## src/hdl/tcsp_pkg.sv

```systemverilog
// constants, field layouts and state type for the codec time-slot serial port
// Contract
// - frame is 256 bit clocks, sixteen slots
// - two control slots, eight sample slots, six idle
// - active-high frame sync restarts slot count
// - msb first, launch rising, sample falling
// - master drives bit clock and frame sync
// - control slots honoured only while select low
// - eight sample slots follow control slots
// - command bit 15: one write, zero read
// - command bits 14/13 must match address pins
// - read reply in slot 1 top byte
// - register number zero changes nothing
// - interval N: control every N+1 frames
// - interval register resets to zero
// - first gap after write is N-1 frames
// - sample word is one slot, three formats
// - coding chosen by coding register bits 7:6
// - flag register bit enables valid flag
// - flag on: linear msb bit 14, companded bit 7
// - flag in bit 15, companded code bits 7:0
// - codec slots 2+2*addr and next one
package tcsp_pkg;

   // ****************************************
   // timing
   // ****************************************
   localparam int unsigned CLK_HZ = 50_000_000;
   localparam int unsigned BCLK_HZ = 2_048_000;
   // half bit-clock period in system cycles, rounded down so the rate is never slow
   localparam logic [3:0] BCLK_HALF_CYC = 4'(CLK_HZ / (2 * BCLK_HZ));

   // ****************************************
   // frame and command word layout
   // ****************************************
   localparam logic [3:0] SLOT_CMD = 4'h0;
   localparam logic [3:0] SLOT_DATA = 4'h1;
   localparam logic [3:0] SLOT_SAMPLE_BASE = 4'h2;
   localparam int unsigned CMD_RW_BIT = 15;
   localparam int unsigned CMD_ADH_BIT = 14;
   localparam int unsigned CMD_ADL_BIT = 13;
   localparam int unsigned CMD_REG_HI = 12;
   localparam int unsigned CMD_REG_LO = 5;
   localparam int unsigned NREGS = 32;
   localparam logic [7:0] REG_FLAG = 8'h0D;
   localparam logic [7:0] REG_CODING = 8'h0F;
   localparam logic [7:0] REG_INTERVAL = 8'h11;
   localparam int unsigned FLAG_EN_BIT = 0;
   localparam int unsigned CODING_HI = 7;
   localparam int unsigned CODING_LO = 6;

   typedef enum logic [1:0] {
      CODE_LIN = 2'b00,
      CODE_MU = 2'b01,
      CODE_A = 2'b10
   } tcsp_coding_e;

   // ****************************************
   // pin synchroniser lanes
   // ****************************************
   localparam int unsigned SY_BCLK = 0;
   localparam int unsigned SY_FS = 1;
   localparam int unsigned SY_DIN = 2;
   localparam int unsigned SY_SEL = 3;
   localparam int unsigned SY_ADH = 4;
   localparam int unsigned SY_ADL = 5;
   localparam int unsigned SY_MS = 6;
   localparam int unsigned SY_W = 7;

   // ****************************************
   // bus register map
   // ****************************************
   localparam logic [7:0] A_ADC1 = 8'h00;
   localparam logic [7:0] A_ADC2 = 8'h04;
   localparam logic [7:0] A_DAC1 = 8'h08;
   localparam logic [7:0] A_DAC2 = 8'h0C;
   localparam logic [7:0] A_STATUS = 8'h10;
   localparam logic [7:0] A_REGSEL = 8'h14;
   localparam logic [7:0] A_REGDATA = 8'h18;
   localparam logic [7:0] A_CMD = 8'h1C;
   localparam logic [1:0] RESP_OKAY = 2'b00;
   localparam logic [1:0] RESP_SLVERR = 2'b10;

   typedef struct packed {
      logic [SY_W-1:0] sync1;
      logic [SY_W-1:0] sync2;
      logic bclk_q;
      logic [3:0] div;
      logic gen_bclk;
      logic gen_fs;
      logic [7:0] gpos;
      logic [7:0] pos;
      logic [15:0] rxsh;
      logic [15:0] txsh;
      logic dout;
      logic dout_oe_n;
      logic bclk_oe_n;
      logic [15:0] cmd;
      logic rd_pend;
      logic [7:0] rd_data;
      logic ctl_ok;
      logic [7:0] gap;
      logic [NREGS-1:0][7:0] ctlreg;
      logic [15:0] adc1;
      logic [15:0] adc2;
      logic [15:0] dac1;
      logic [15:0] dac2;
      logic [1:0] adc_vld;
      logic [4:0] regsel;
      logic awrdy;
      logic wrdy;
      logic aw_got;
      logic w_got;
      logic [7:0] awaddr;
      logic [31:0] wdata;
      logic [3:0] wstrb;
      logic bvalid;
      logic [1:0] bresp;
      logic arrdy;
      logic rvalid;
      logic [1:0] rresp;
      logic [31:0] rdata;
   } tcsp_state_s;

endpackage

```

## src/hdl/tcsp_serial_port.sv

```systemverilog
// time-slot serial port of a dual voice codec with an axi4-lite register slave
//
// Chosen here: the placing of the registers and the AXI4-Lite register port.
`timescale 1ns/1ns
module tcsp_serial_port (
   // clock, reset, enable
   input wire logic clk_in,
   input wire logic srst_in,
   input wire logic ce_in,
   // serial link pins
   input wire logic bclk_in,
   output logic bclk_out,
   output logic bclk_oe_n_out,
   input wire logic frame_sync_line_in,
   output logic frame_sync_line_out,
   output logic frame_sync_line_oe_n_out,
   input wire logic data_in_in,
   output logic data_out_out,
   output logic data_out_oe_n_out,
   // strap pins
   input wire logic ctl_sel_in,
   input wire logic slot_address_high_in,
   input wire logic slot_address_low_in,
   input wire logic master_sel_in,
   // axi4-lite write channels
   input wire logic [7:0] s_axi_awaddr_in,
   input wire logic s_axi_awvalid_in,
   output logic s_axi_awready_out,
   input wire logic [31:0] s_axi_wdata_in,
   input wire logic [3:0] s_axi_wstrb_in,
   input wire logic s_axi_wvalid_in,
   output logic s_axi_wready_out,
   output logic [1:0] s_axi_bresp_out,
   output logic s_axi_bvalid_out,
   input wire logic s_axi_bready_in,
   // axi4-lite read channels
   input wire logic [7:0] s_axi_araddr_in,
   input wire logic s_axi_arvalid_in,
   output logic s_axi_arready_out,
   output logic [31:0] s_axi_rdata_out,
   output logic [1:0] s_axi_rresp_out,
   output logic s_axi_rvalid_out,
   input wire logic s_axi_rready_in
);

   tcsp_pkg::tcsp_state_s s_r;
   tcsp_pkg::tcsp_state_s s_nxt;

   logic ms;
   logic bclk_lvl;
   logic fs_lvl;
   logic rise;
   logic fall;
   logic [7:0] pos_new;
   logic [7:0] tpos;
   logic [15:0] rx_word;
   logic [3:0] own1;
   logic [3:0] own2;
   logic ctl_act;

   // ****************************************
   // helpers
   // ****************************************

   // sample word layout from coding and flag settings
   function automatic logic [15:0] fmt_adc(input logic [15:0] smp, input logic [7:0] flag_reg,
                                           input logic [7:0] code_reg, input logic vld);
      logic fl;
      logic [15:0] w;
      fl = flag_reg[tcsp_pkg::FLAG_EN_BIT] & vld;
      w = 16'h0000;
      case (tcsp_pkg::tcsp_coding_e'(code_reg[tcsp_pkg::CODING_HI:tcsp_pkg::CODING_LO]))
         tcsp_pkg::CODE_LIN: begin
            // flag costs the linear lsb, msb moves to bit 14
            if (flag_reg[tcsp_pkg::FLAG_EN_BIT]) begin
               w = {fl, smp[15:1]};
            end else begin
               w = smp;
            end
         end
         tcsp_pkg::CODE_MU, tcsp_pkg::CODE_A: begin
            // software supplies the companded code in the low byte
            w = {fl, 7'h00, smp[7:0]};
         end
         default: w = smp;
      endcase
      return w;
   endfunction

   // command device address against the strap pins
   function automatic logic addr_hit(input logic [15:0] c, input logic adh, input logic adl);
      return (c[tcsp_pkg::CMD_ADH_BIT] == adh) && (c[tcsp_pkg::CMD_ADL_BIT] == adl);
   endfunction

   // ****************************************
   // link decode
   // ****************************************

   // master uses its own generated levels, a slave the synchronised pins
   always_comb begin
      ms = s_r.sync2[tcsp_pkg::SY_MS];
      bclk_lvl = ms ? s_r.gen_bclk : s_r.sync2[tcsp_pkg::SY_BCLK];
      fs_lvl = ms ? s_r.gen_fs : s_r.sync2[tcsp_pkg::SY_FS];
      rise = bclk_lvl & ~s_r.bclk_q;
      fall = ~bclk_lvl & s_r.bclk_q;
      pos_new = fs_lvl ? 8'h00 : 8'(s_r.pos + 8'h01);
      tpos = 8'(s_r.pos + 8'h01);
      rx_word = {s_r.rxsh[14:0], s_r.sync2[tcsp_pkg::SY_DIN]};
      own1 = 4'(tcsp_pkg::SLOT_SAMPLE_BASE
                + {s_r.sync2[tcsp_pkg::SY_ADH], s_r.sync2[tcsp_pkg::SY_ADL], 1'b0});
      own2 = 4'(own1 + 4'h1);
      ctl_act = s_r.ctl_ok & ~s_r.sync2[tcsp_pkg::SY_SEL];
   end

   // ****************************************
   // next state
   // ****************************************

   // one pass computes every field; bus writes come last so their sets win
   always_comb begin
      logic [15:0] word;
      logic [4:0] ridx;
      logic rfit;
      logic [7:0] wa;
      logic hit;
      logic [31:0] rd;
      word = 16'h0000;
      ridx = s_r.cmd[tcsp_pkg::CMD_REG_LO+4:tcsp_pkg::CMD_REG_LO];
      rfit = (s_r.cmd[tcsp_pkg::CMD_REG_HI:tcsp_pkg::CMD_REG_LO+5] == 3'h0);
      wa = 8'h00;
      hit = 1'b0;
      rd = 32'h0000_0000;
      s_nxt = s_r;

      // two-flop synchronisers for every pin
      s_nxt.sync1 = {master_sel_in, slot_address_low_in, slot_address_high_in, ctl_sel_in,
                     data_in_in, frame_sync_line_in, bclk_in};
      s_nxt.sync2 = s_r.sync1;
      s_nxt.bclk_q = bclk_lvl;

      s_nxt.bclk_oe_n = ~ms;
      if (ms) begin
         if (s_r.div == 4'(tcsp_pkg::BCLK_HALF_CYC - 4'h1)) begin
            s_nxt.div = 4'h0;
            s_nxt.gen_bclk = ~s_r.gen_bclk;
            if (!s_r.gen_bclk) begin
               s_nxt.gpos = 8'(s_r.gpos + 8'h01);
               s_nxt.gen_fs = (8'(s_r.gpos + 8'h01) == 8'h00);
            end
         end else begin
            s_nxt.div = 4'(s_r.div + 4'h1);
         end
      end else begin
         s_nxt.div = 4'h0;
         s_nxt.gen_bclk = 1'b0;
         s_nxt.gen_fs = 1'b0;
         s_nxt.gpos = 8'hFF;
      end

      if (fall) begin
         s_nxt.pos = pos_new;
         s_nxt.rxsh = rx_word;
         if (fs_lvl) begin
            if (s_r.gap == 8'h00) begin
               s_nxt.ctl_ok = 1'b1;
               s_nxt.gap = s_r.ctlreg[tcsp_pkg::REG_INTERVAL];
            end else begin
               s_nxt.ctl_ok = 1'b0;
               s_nxt.gap = 8'(s_r.gap - 8'h01);
            end
         end
         // slot ends at its sixteenth bit
         if (pos_new[3:0] == 4'hF) begin
            if (pos_new[7:4] == tcsp_pkg::SLOT_CMD) begin
               s_nxt.cmd = rx_word;
               s_nxt.rd_pend = 1'b0;
               // read request, address match, register number
               if (ctl_act && !rx_word[tcsp_pkg::CMD_RW_BIT]
                   && addr_hit(rx_word, s_r.sync2[tcsp_pkg::SY_ADH],
                               s_r.sync2[tcsp_pkg::SY_ADL])) begin
                  s_nxt.rd_pend = 1'b1;
                  s_nxt.rd_data = 8'h00;
                  if (rx_word[tcsp_pkg::CMD_REG_HI:tcsp_pkg::CMD_REG_LO+5] == 3'h0) begin
                     s_nxt.rd_data = s_r.ctlreg[rx_word[tcsp_pkg::CMD_REG_LO+4:
                                                        tcsp_pkg::CMD_REG_LO]];
                  end
               end
            end else if (pos_new[7:4] == tcsp_pkg::SLOT_DATA) begin
               s_nxt.rd_pend = 1'b0;
               // select pin gates control, data in top byte
               if (ctl_act && s_r.cmd[tcsp_pkg::CMD_RW_BIT] && rfit
                   && addr_hit(s_r.cmd, s_r.sync2[tcsp_pkg::SY_ADH],
                               s_r.sync2[tcsp_pkg::SY_ADL])) begin
                  if (ridx != 5'h00) begin
                     s_nxt.ctlreg[ridx] = rx_word[15:8];
                  end
                  if ((8'(ridx) == tcsp_pkg::REG_INTERVAL) && (rx_word[15:8] != 8'h00)) begin
                     s_nxt.gap = 8'(rx_word[15:8] - 8'h01);
                  end
               end
            end else if (pos_new[7:4] == own1) begin
               s_nxt.dac1 = rx_word;
            end else if (pos_new[7:4] == own2) begin
               s_nxt.dac2 = rx_word;
            end
         end
      end

      // launch on rising edge, msb first
      if (rise) begin
         if (tpos[3:0] == 4'h0) begin
            s_nxt.dout_oe_n = 1'b0;
            if ((tpos[7:4] == tcsp_pkg::SLOT_DATA) && s_r.rd_pend) begin
               word = {s_r.rd_data, 8'h00};
            end else if (tpos[7:4] == own1) begin
               word = fmt_adc(s_r.adc1, s_r.ctlreg[tcsp_pkg::REG_FLAG],
                              s_r.ctlreg[tcsp_pkg::REG_CODING], s_r.adc_vld[0]);
               s_nxt.adc_vld[0] = 1'b0;
            end else if (tpos[7:4] == own2) begin
               word = fmt_adc(s_r.adc2, s_r.ctlreg[tcsp_pkg::REG_FLAG],
                              s_r.ctlreg[tcsp_pkg::REG_CODING], s_r.adc_vld[1]);
               s_nxt.adc_vld[1] = 1'b0;
            end else begin
               // slots not ours are released for other codecs
               s_nxt.dout_oe_n = 1'b1;
            end
            s_nxt.dout = word[15];
            s_nxt.txsh = {word[14:0], 1'b0};
         end else begin
            s_nxt.dout = s_r.txsh[15];
            s_nxt.txsh = {s_r.txsh[14:0], 1'b0};
         end
      end

      // axi write address and data, taken in either order
      if (s_r.awrdy && s_axi_awvalid_in) begin
         s_nxt.aw_got = 1'b1;
         s_nxt.awaddr = s_axi_awaddr_in;
      end
      if (s_r.wrdy && s_axi_wvalid_in) begin
         s_nxt.w_got = 1'b1;
         s_nxt.wdata = s_axi_wdata_in;
         s_nxt.wstrb = s_axi_wstrb_in;
      end
      if (s_r.aw_got && s_r.w_got && !s_r.bvalid) begin
         wa = {s_r.awaddr[7:2], 2'b00};
         hit = 1'b1;
         case (wa)
            tcsp_pkg::A_ADC1: begin
               if (s_r.wstrb[0]) s_nxt.adc1[7:0] = s_r.wdata[7:0];
               if (s_r.wstrb[1]) s_nxt.adc1[15:8] = s_r.wdata[15:8];
               s_nxt.adc_vld[0] = |s_r.wstrb[1:0];
            end
            tcsp_pkg::A_ADC2: begin
               if (s_r.wstrb[0]) s_nxt.adc2[7:0] = s_r.wdata[7:0];
               if (s_r.wstrb[1]) s_nxt.adc2[15:8] = s_r.wdata[15:8];
               s_nxt.adc_vld[1] = |s_r.wstrb[1:0];
            end
            tcsp_pkg::A_REGSEL: if (s_r.wstrb[0]) s_nxt.regsel = s_r.wdata[4:0];
            tcsp_pkg::A_DAC1, tcsp_pkg::A_DAC2, tcsp_pkg::A_STATUS,
            tcsp_pkg::A_REGDATA, tcsp_pkg::A_CMD: hit = 1'b1;
            default: hit = 1'b0;
         endcase
         s_nxt.bvalid = 1'b1;
         s_nxt.bresp = hit ? tcsp_pkg::RESP_OKAY : tcsp_pkg::RESP_SLVERR;
      end
      if (s_r.bvalid && s_axi_bready_in) begin
         s_nxt.bvalid = 1'b0;
         s_nxt.aw_got = 1'b0;
         s_nxt.w_got = 1'b0;
      end
      s_nxt.awrdy = ~s_nxt.aw_got & ~s_nxt.bvalid;
      s_nxt.wrdy = ~s_nxt.w_got & ~s_nxt.bvalid;

      // axi read, answered the cycle after the address is taken
      if (s_r.arrdy && s_axi_arvalid_in) begin
         s_nxt.rresp = tcsp_pkg::RESP_OKAY;
         case ({s_axi_araddr_in[7:2], 2'b00})
            tcsp_pkg::A_ADC1: rd = {16'h0000, s_r.adc1};
            tcsp_pkg::A_ADC2: rd = {16'h0000, s_r.adc2};
            tcsp_pkg::A_DAC1: rd = {16'h0000, s_r.dac1};
            tcsp_pkg::A_DAC2: rd = {16'h0000, s_r.dac2};
            tcsp_pkg::A_STATUS: rd = {16'h0000, s_r.pos, 2'b00, s_r.adc_vld,
                                      1'b0, s_r.rd_pend, ms, s_r.ctl_ok};
            tcsp_pkg::A_REGSEL: rd = {27'h0000000, s_r.regsel};
            tcsp_pkg::A_REGDATA: rd = {24'h000000, s_r.ctlreg[s_r.regsel]};
            tcsp_pkg::A_CMD: rd = {16'h0000, s_r.cmd};
            default: begin
               rd = 32'h0000_0000;
               s_nxt.rresp = tcsp_pkg::RESP_SLVERR;
            end
         endcase
         s_nxt.rdata = rd;
         s_nxt.rvalid = 1'b1;
      end
      if (s_r.rvalid && s_axi_rready_in) begin
         s_nxt.rvalid = 1'b0;
      end
      s_nxt.arrdy = ~s_nxt.rvalid;
   end

   // ****************************************
   // state register
   // ****************************************

   // interval and all control registers clear at reset
   always_ff @(posedge clk_in) begin
      if (srst_in) begin
         s_r <= '0;
         s_r.dout_oe_n <= 1'b1;
         s_r.bclk_oe_n <= 1'b1;
         s_r.gpos <= 8'hFF;
      end else if (ce_in) begin
         s_r <= s_nxt;
      end
   end

   // every output straight from the state register
   assign bclk_out = s_r.gen_bclk;
   assign bclk_oe_n_out = s_r.bclk_oe_n;
   assign frame_sync_line_out = s_r.gen_fs;
   assign frame_sync_line_oe_n_out = s_r.bclk_oe_n;
   assign data_out_out = s_r.dout;
   assign data_out_oe_n_out = s_r.dout_oe_n;
   assign s_axi_awready_out = s_r.awrdy;
   assign s_axi_wready_out = s_r.wrdy;
   assign s_axi_bresp_out = s_r.bresp;
   assign s_axi_bvalid_out = s_r.bvalid;
   assign s_axi_arready_out = s_r.arrdy;
   assign s_axi_rdata_out = s_r.rdata;
   assign s_axi_rresp_out = s_r.rresp;
   assign s_axi_rvalid_out = s_r.rvalid;
endmodule

```

## config.mk

```make
export PLATFORM = sky130hd
export DESIGN_NAME = tcsp_serial_port
export DESIGN_NICKNAME = d
export VERILOG_FILES = /design/src/hdl/tcsp_pkg.sv /design/src/hdl/tcsp_serial_port.sv
export SDC_FILE = /design/constraint.sdc
export NUM_CORES = 1
export LEC_CHECK = 0
export ABC_AREA = 1
export BUFFER_PORTS_ARGS = -buffer_cell sky130_fd_sc_hd__buf_2
export CORE_MARGIN = 2
export CORE_UTILIZATION = 43
export CTS_BUF_LIST = sky130_fd_sc_hd__clkbuf_16
export CTS_CLUSTER_DIAMETER = 40
export CTS_CLUSTER_SIZE = 25
export DETAILED_ROUTE_END_ITERATION = 8
export GPL_TIMING_DRIVEN = 0
export PLACE_DENSITY = 0.67
export SYNTH_ARGS = -nofsm -noshare
export SYNTH_HDL_FRONTEND = slang
export SYNTH_SLANG_ARGS = --single-unit
```

## constraint.sdc

```tcl
create_clock -name clk_in -period 2.2 [get_ports clk_in]
set_clock_uncertainty 0.05 [all_clocks]
set_input_delay 0.22 -clock clk_in [delete_from_list [all_inputs] [get_ports clk_in]]
set_output_delay 0.22 -clock clk_in [all_outputs]
set_load 0.005 [all_outputs]
```

==> qor.yml <==
cts:
  clockBufferDepth: 3
  cts_tree: "yes"
  cts.sinks: 480
  clock_latency_ns: 0.67
  numCtsBuffers: 88
  htreeDepth: 3
  root_buffer: "clkbuf_16"
  clk_transition_reported_paths_ns: 0.06
yosys:
  synth-edff-count: 0
  async_flop_share_pct: 0
  yosys_most_used_dff: "dfxtp_1"
  syn_inst: 4261
  synth_top_cell_area_share_pct: 35.7
  avgSynthCellArea_um2: 6.31
  ys_types: 45
  synth_area_leaders: "dfxtp_1 36%, nand2_1 14%, nor2_1 8.1%"
  synth_top_area_cell: "dfxtp_1"
  netlist_area_mm2: 0.0269
  ys_ff_latch: 480
  ys_seq_area_share_pct: 35.7
  yosysWarningCount: 0
cells_and_area:
  antenna_cells: 0
  final_cell_mix: "946 x nand2_1, 514 x nor2_1, 459 x dfxtp_1"
  layout.nets: 4679
  final_util_pct: 58.8
  area_delta_synth_final_pct: 35.2
  final_common_cell: "nand2_1"
  layout-drive-gt1-share_pct: 20.5
worst_setup_path:
  crit_arrival_ns: 3.02
  rr_worst_depth: 15
  slowest_delay_ns: 0.41
  critPathMaxFanout: 5
  worst-r2r-setup-slack_ns: -0.33
  path_common_cell: "nor2_4"
  crit_path_cell_trace: "ha_4 -> inv_2 -> nand2_2 -> nand3_2 -> nor2_4 -> nand3_4 -> nor2_4 -> buf_8 -> buf_12 -> buf_8 -> buf_6 -> nand4_4 -> clkbuf_16 -> nor2_4 -> nor2_1"
  startpoint_type: "register"
  worst-setup-path-type: "reg -> reg"
  worst_path_max_delay_cell: "dfxtp_4"
  required_ns: 2.70
  rr_startpoint: "s_r[484]"
  crit_path_end_kind: "register"
sta:
  post-route-min-period_ns: 2.53
  rsz0062_at_grt: "true"
  finalSetupViolCount: 313
  fmax_ghz: 0.396
  worst_slack_ns: -0.328
  period_share_pct: 115
  slew_violations: 0
  setup_tns_ns: -51.14
  relSlewSlack_pct: 5.81
  whs_ns: 0.0643
  worst_pin_slew_ns: 1.41
  hold_violations: 0
drt:
  ant_nets: 0
  drc: 11
  detail_route.wl_per_cell_um: 25.1
  via_count: 32712
  viasPerCell: 5.94
  first_pass_iters: 9
  drtIter0Drc: 4744
  wl_um: 138000
global_route:
  track_usage_pct: 41.0
  overflow: 0
  grt_max_degree: 14
  grt_pass1_wl_um: 194000
  antenna_found_initial: 5
  grt_pass1_vias: 29793
die:
  die_area_mm2: 0.0646
  die_h_um: 254
  initial_core_util_pct: 43.5
  rows: 91
  ios: 114
  core_area_mm2: 0.0618
  die_x_um: 254
placement:
  place_ws_ns: -1.27
  place_hpwl_um: 95200
  portBuffers: 73
  gp_congestion: 1.09
outcome:
  outcome: "complete, but fails checks"
  violations: "design-rule violations, negative setup slack"
power_and_ir_drop:
  power_density_mw_per_mm2: 671
  peakVddDrop_mv: 0.543
  power_leakage_nw: 15.1
worst_hold_path:
  hold_path_depth: 6
  hold_path_class: "in -> reg"
  worstHoldStart: "s_axi_awvalid_in"
  whs_endpoint: "s_axi_awready_out"
flow_run:
  maxCapViolations: 0
-- synth_stat cells, types with 6 or more instances --
cell type / count
clkbuf_1: 268
dfxtp_1: 480
clkinv_1: 9
xor2_1: 18
inv_1: 300
nand4_1: 8
nor2_1: 579
o21a_1: 8
o211ai_1: 51
nand2_1: 1010
buf_2: 20
ha_1: 12
a211oi_1: 8
o21bai_1: 143
a21oi_1: 244
o21ai_0: 310
nand4_2: 9
nand3_1: 419
buf_1: 29
inv_2: 6
nor3_1: 199
buf_4: 39
buf_6: 9
o22ai_1: 38
-- where the power goes --
| part | switching [W] | internal (W) | leakage [nW] |
|---|---|---|---|
| Clock | 0.00519 | 0.00830 | 1.43 |
| Sequential | 0.000127 | 0.00880 | 3.89 |
| Combinational | 0.00141 | 0.000585 | 9.81 |
| Total | 0.00672 | 0.0177 | 15.1 |
-- worst max path at each step --
stage,slack [ns],endpoint,from
after global placement,-1.28,s_r[426],rx_word[5]
after global routing,-0.36,register,ms
final,-0.33,register,s_r[484]
after detailed placement,-1.27,s_r[426],rx_word[5]
after floorplan,0.01,register,s_r[484]
after CTS,-0.24,register,s_r[484]
-- worst max-delay path, delay by kind of cell (launching register included) --
kind          cells  cell delay (ns)
fa+ha+maj         1             0.17
buf+inv           6             0.81
simple gates      8             0.95
flops             1             0.41
-- per-layer routing --
metal,up-vias,global-route usage (%),routed length (um)
met5,-,0,27
met4,4,27.7,10400
met3,641,12.3,18200
met2,2311,60.2,58200
met1,15159,51.7,51400
li1,14597,-,-
-- through the flow --
step / cells / power [W] / instance area (um2)
floorplan: 4278 / 0.00995 / 27000
global placement: 5188 / 0.0106 / 28400
detailed placement: 5188 / 0.0106 / 28400
CTS: 5464 / 0.0241 / 34800
global route: 5505 / 0.0249 / 36400
finish: 5505 / 0.0244 / 36400
-- what timing repair did --
item / CTS / global route
setup buffers: 59 / 40
pin swaps: 73 / 112
gates cloned: 26 / 7
endpoints found under the setup margin: 369 / 372
resized for setup: 653 / 388
hold buffers: 42 / 0
hold endpoints to repair: 47 / 0
-- final cells by class --
class,count,area [um2]
multi-input cells,3118,16400
inverters,315,1220
repair buffers,244,2430
plain buffers,353,2750
clock buffers,88,2200
fillers,5866,25400
well taps,837,1050
flip-flops and latches,480,9650
clock inverters,70,694
-- logic make-up (layout without fill, tap and decap cells) --
| group | after synthesis | count (layout) | share of synthesized area [%] |
|---|---|---|---|
| AND/OR/NAND/NOR | 2249 | 2249 | 35.1 |
| AO/OA/AOI/OAI | 820 | 820 | 17.6 |
| buffers and inverters | 680 | 1070 | 10.4 |
| flip-flops | 480 | 480 | 35.7 |
| XOR/XNOR | 19 | 19 | 0.619 |
| adder cells (fa/ha/maj) | 12 | 12 | 0.558 |
| other | 1 | 18 | 0.0139 |
Power figures use the tool's default switching activity.
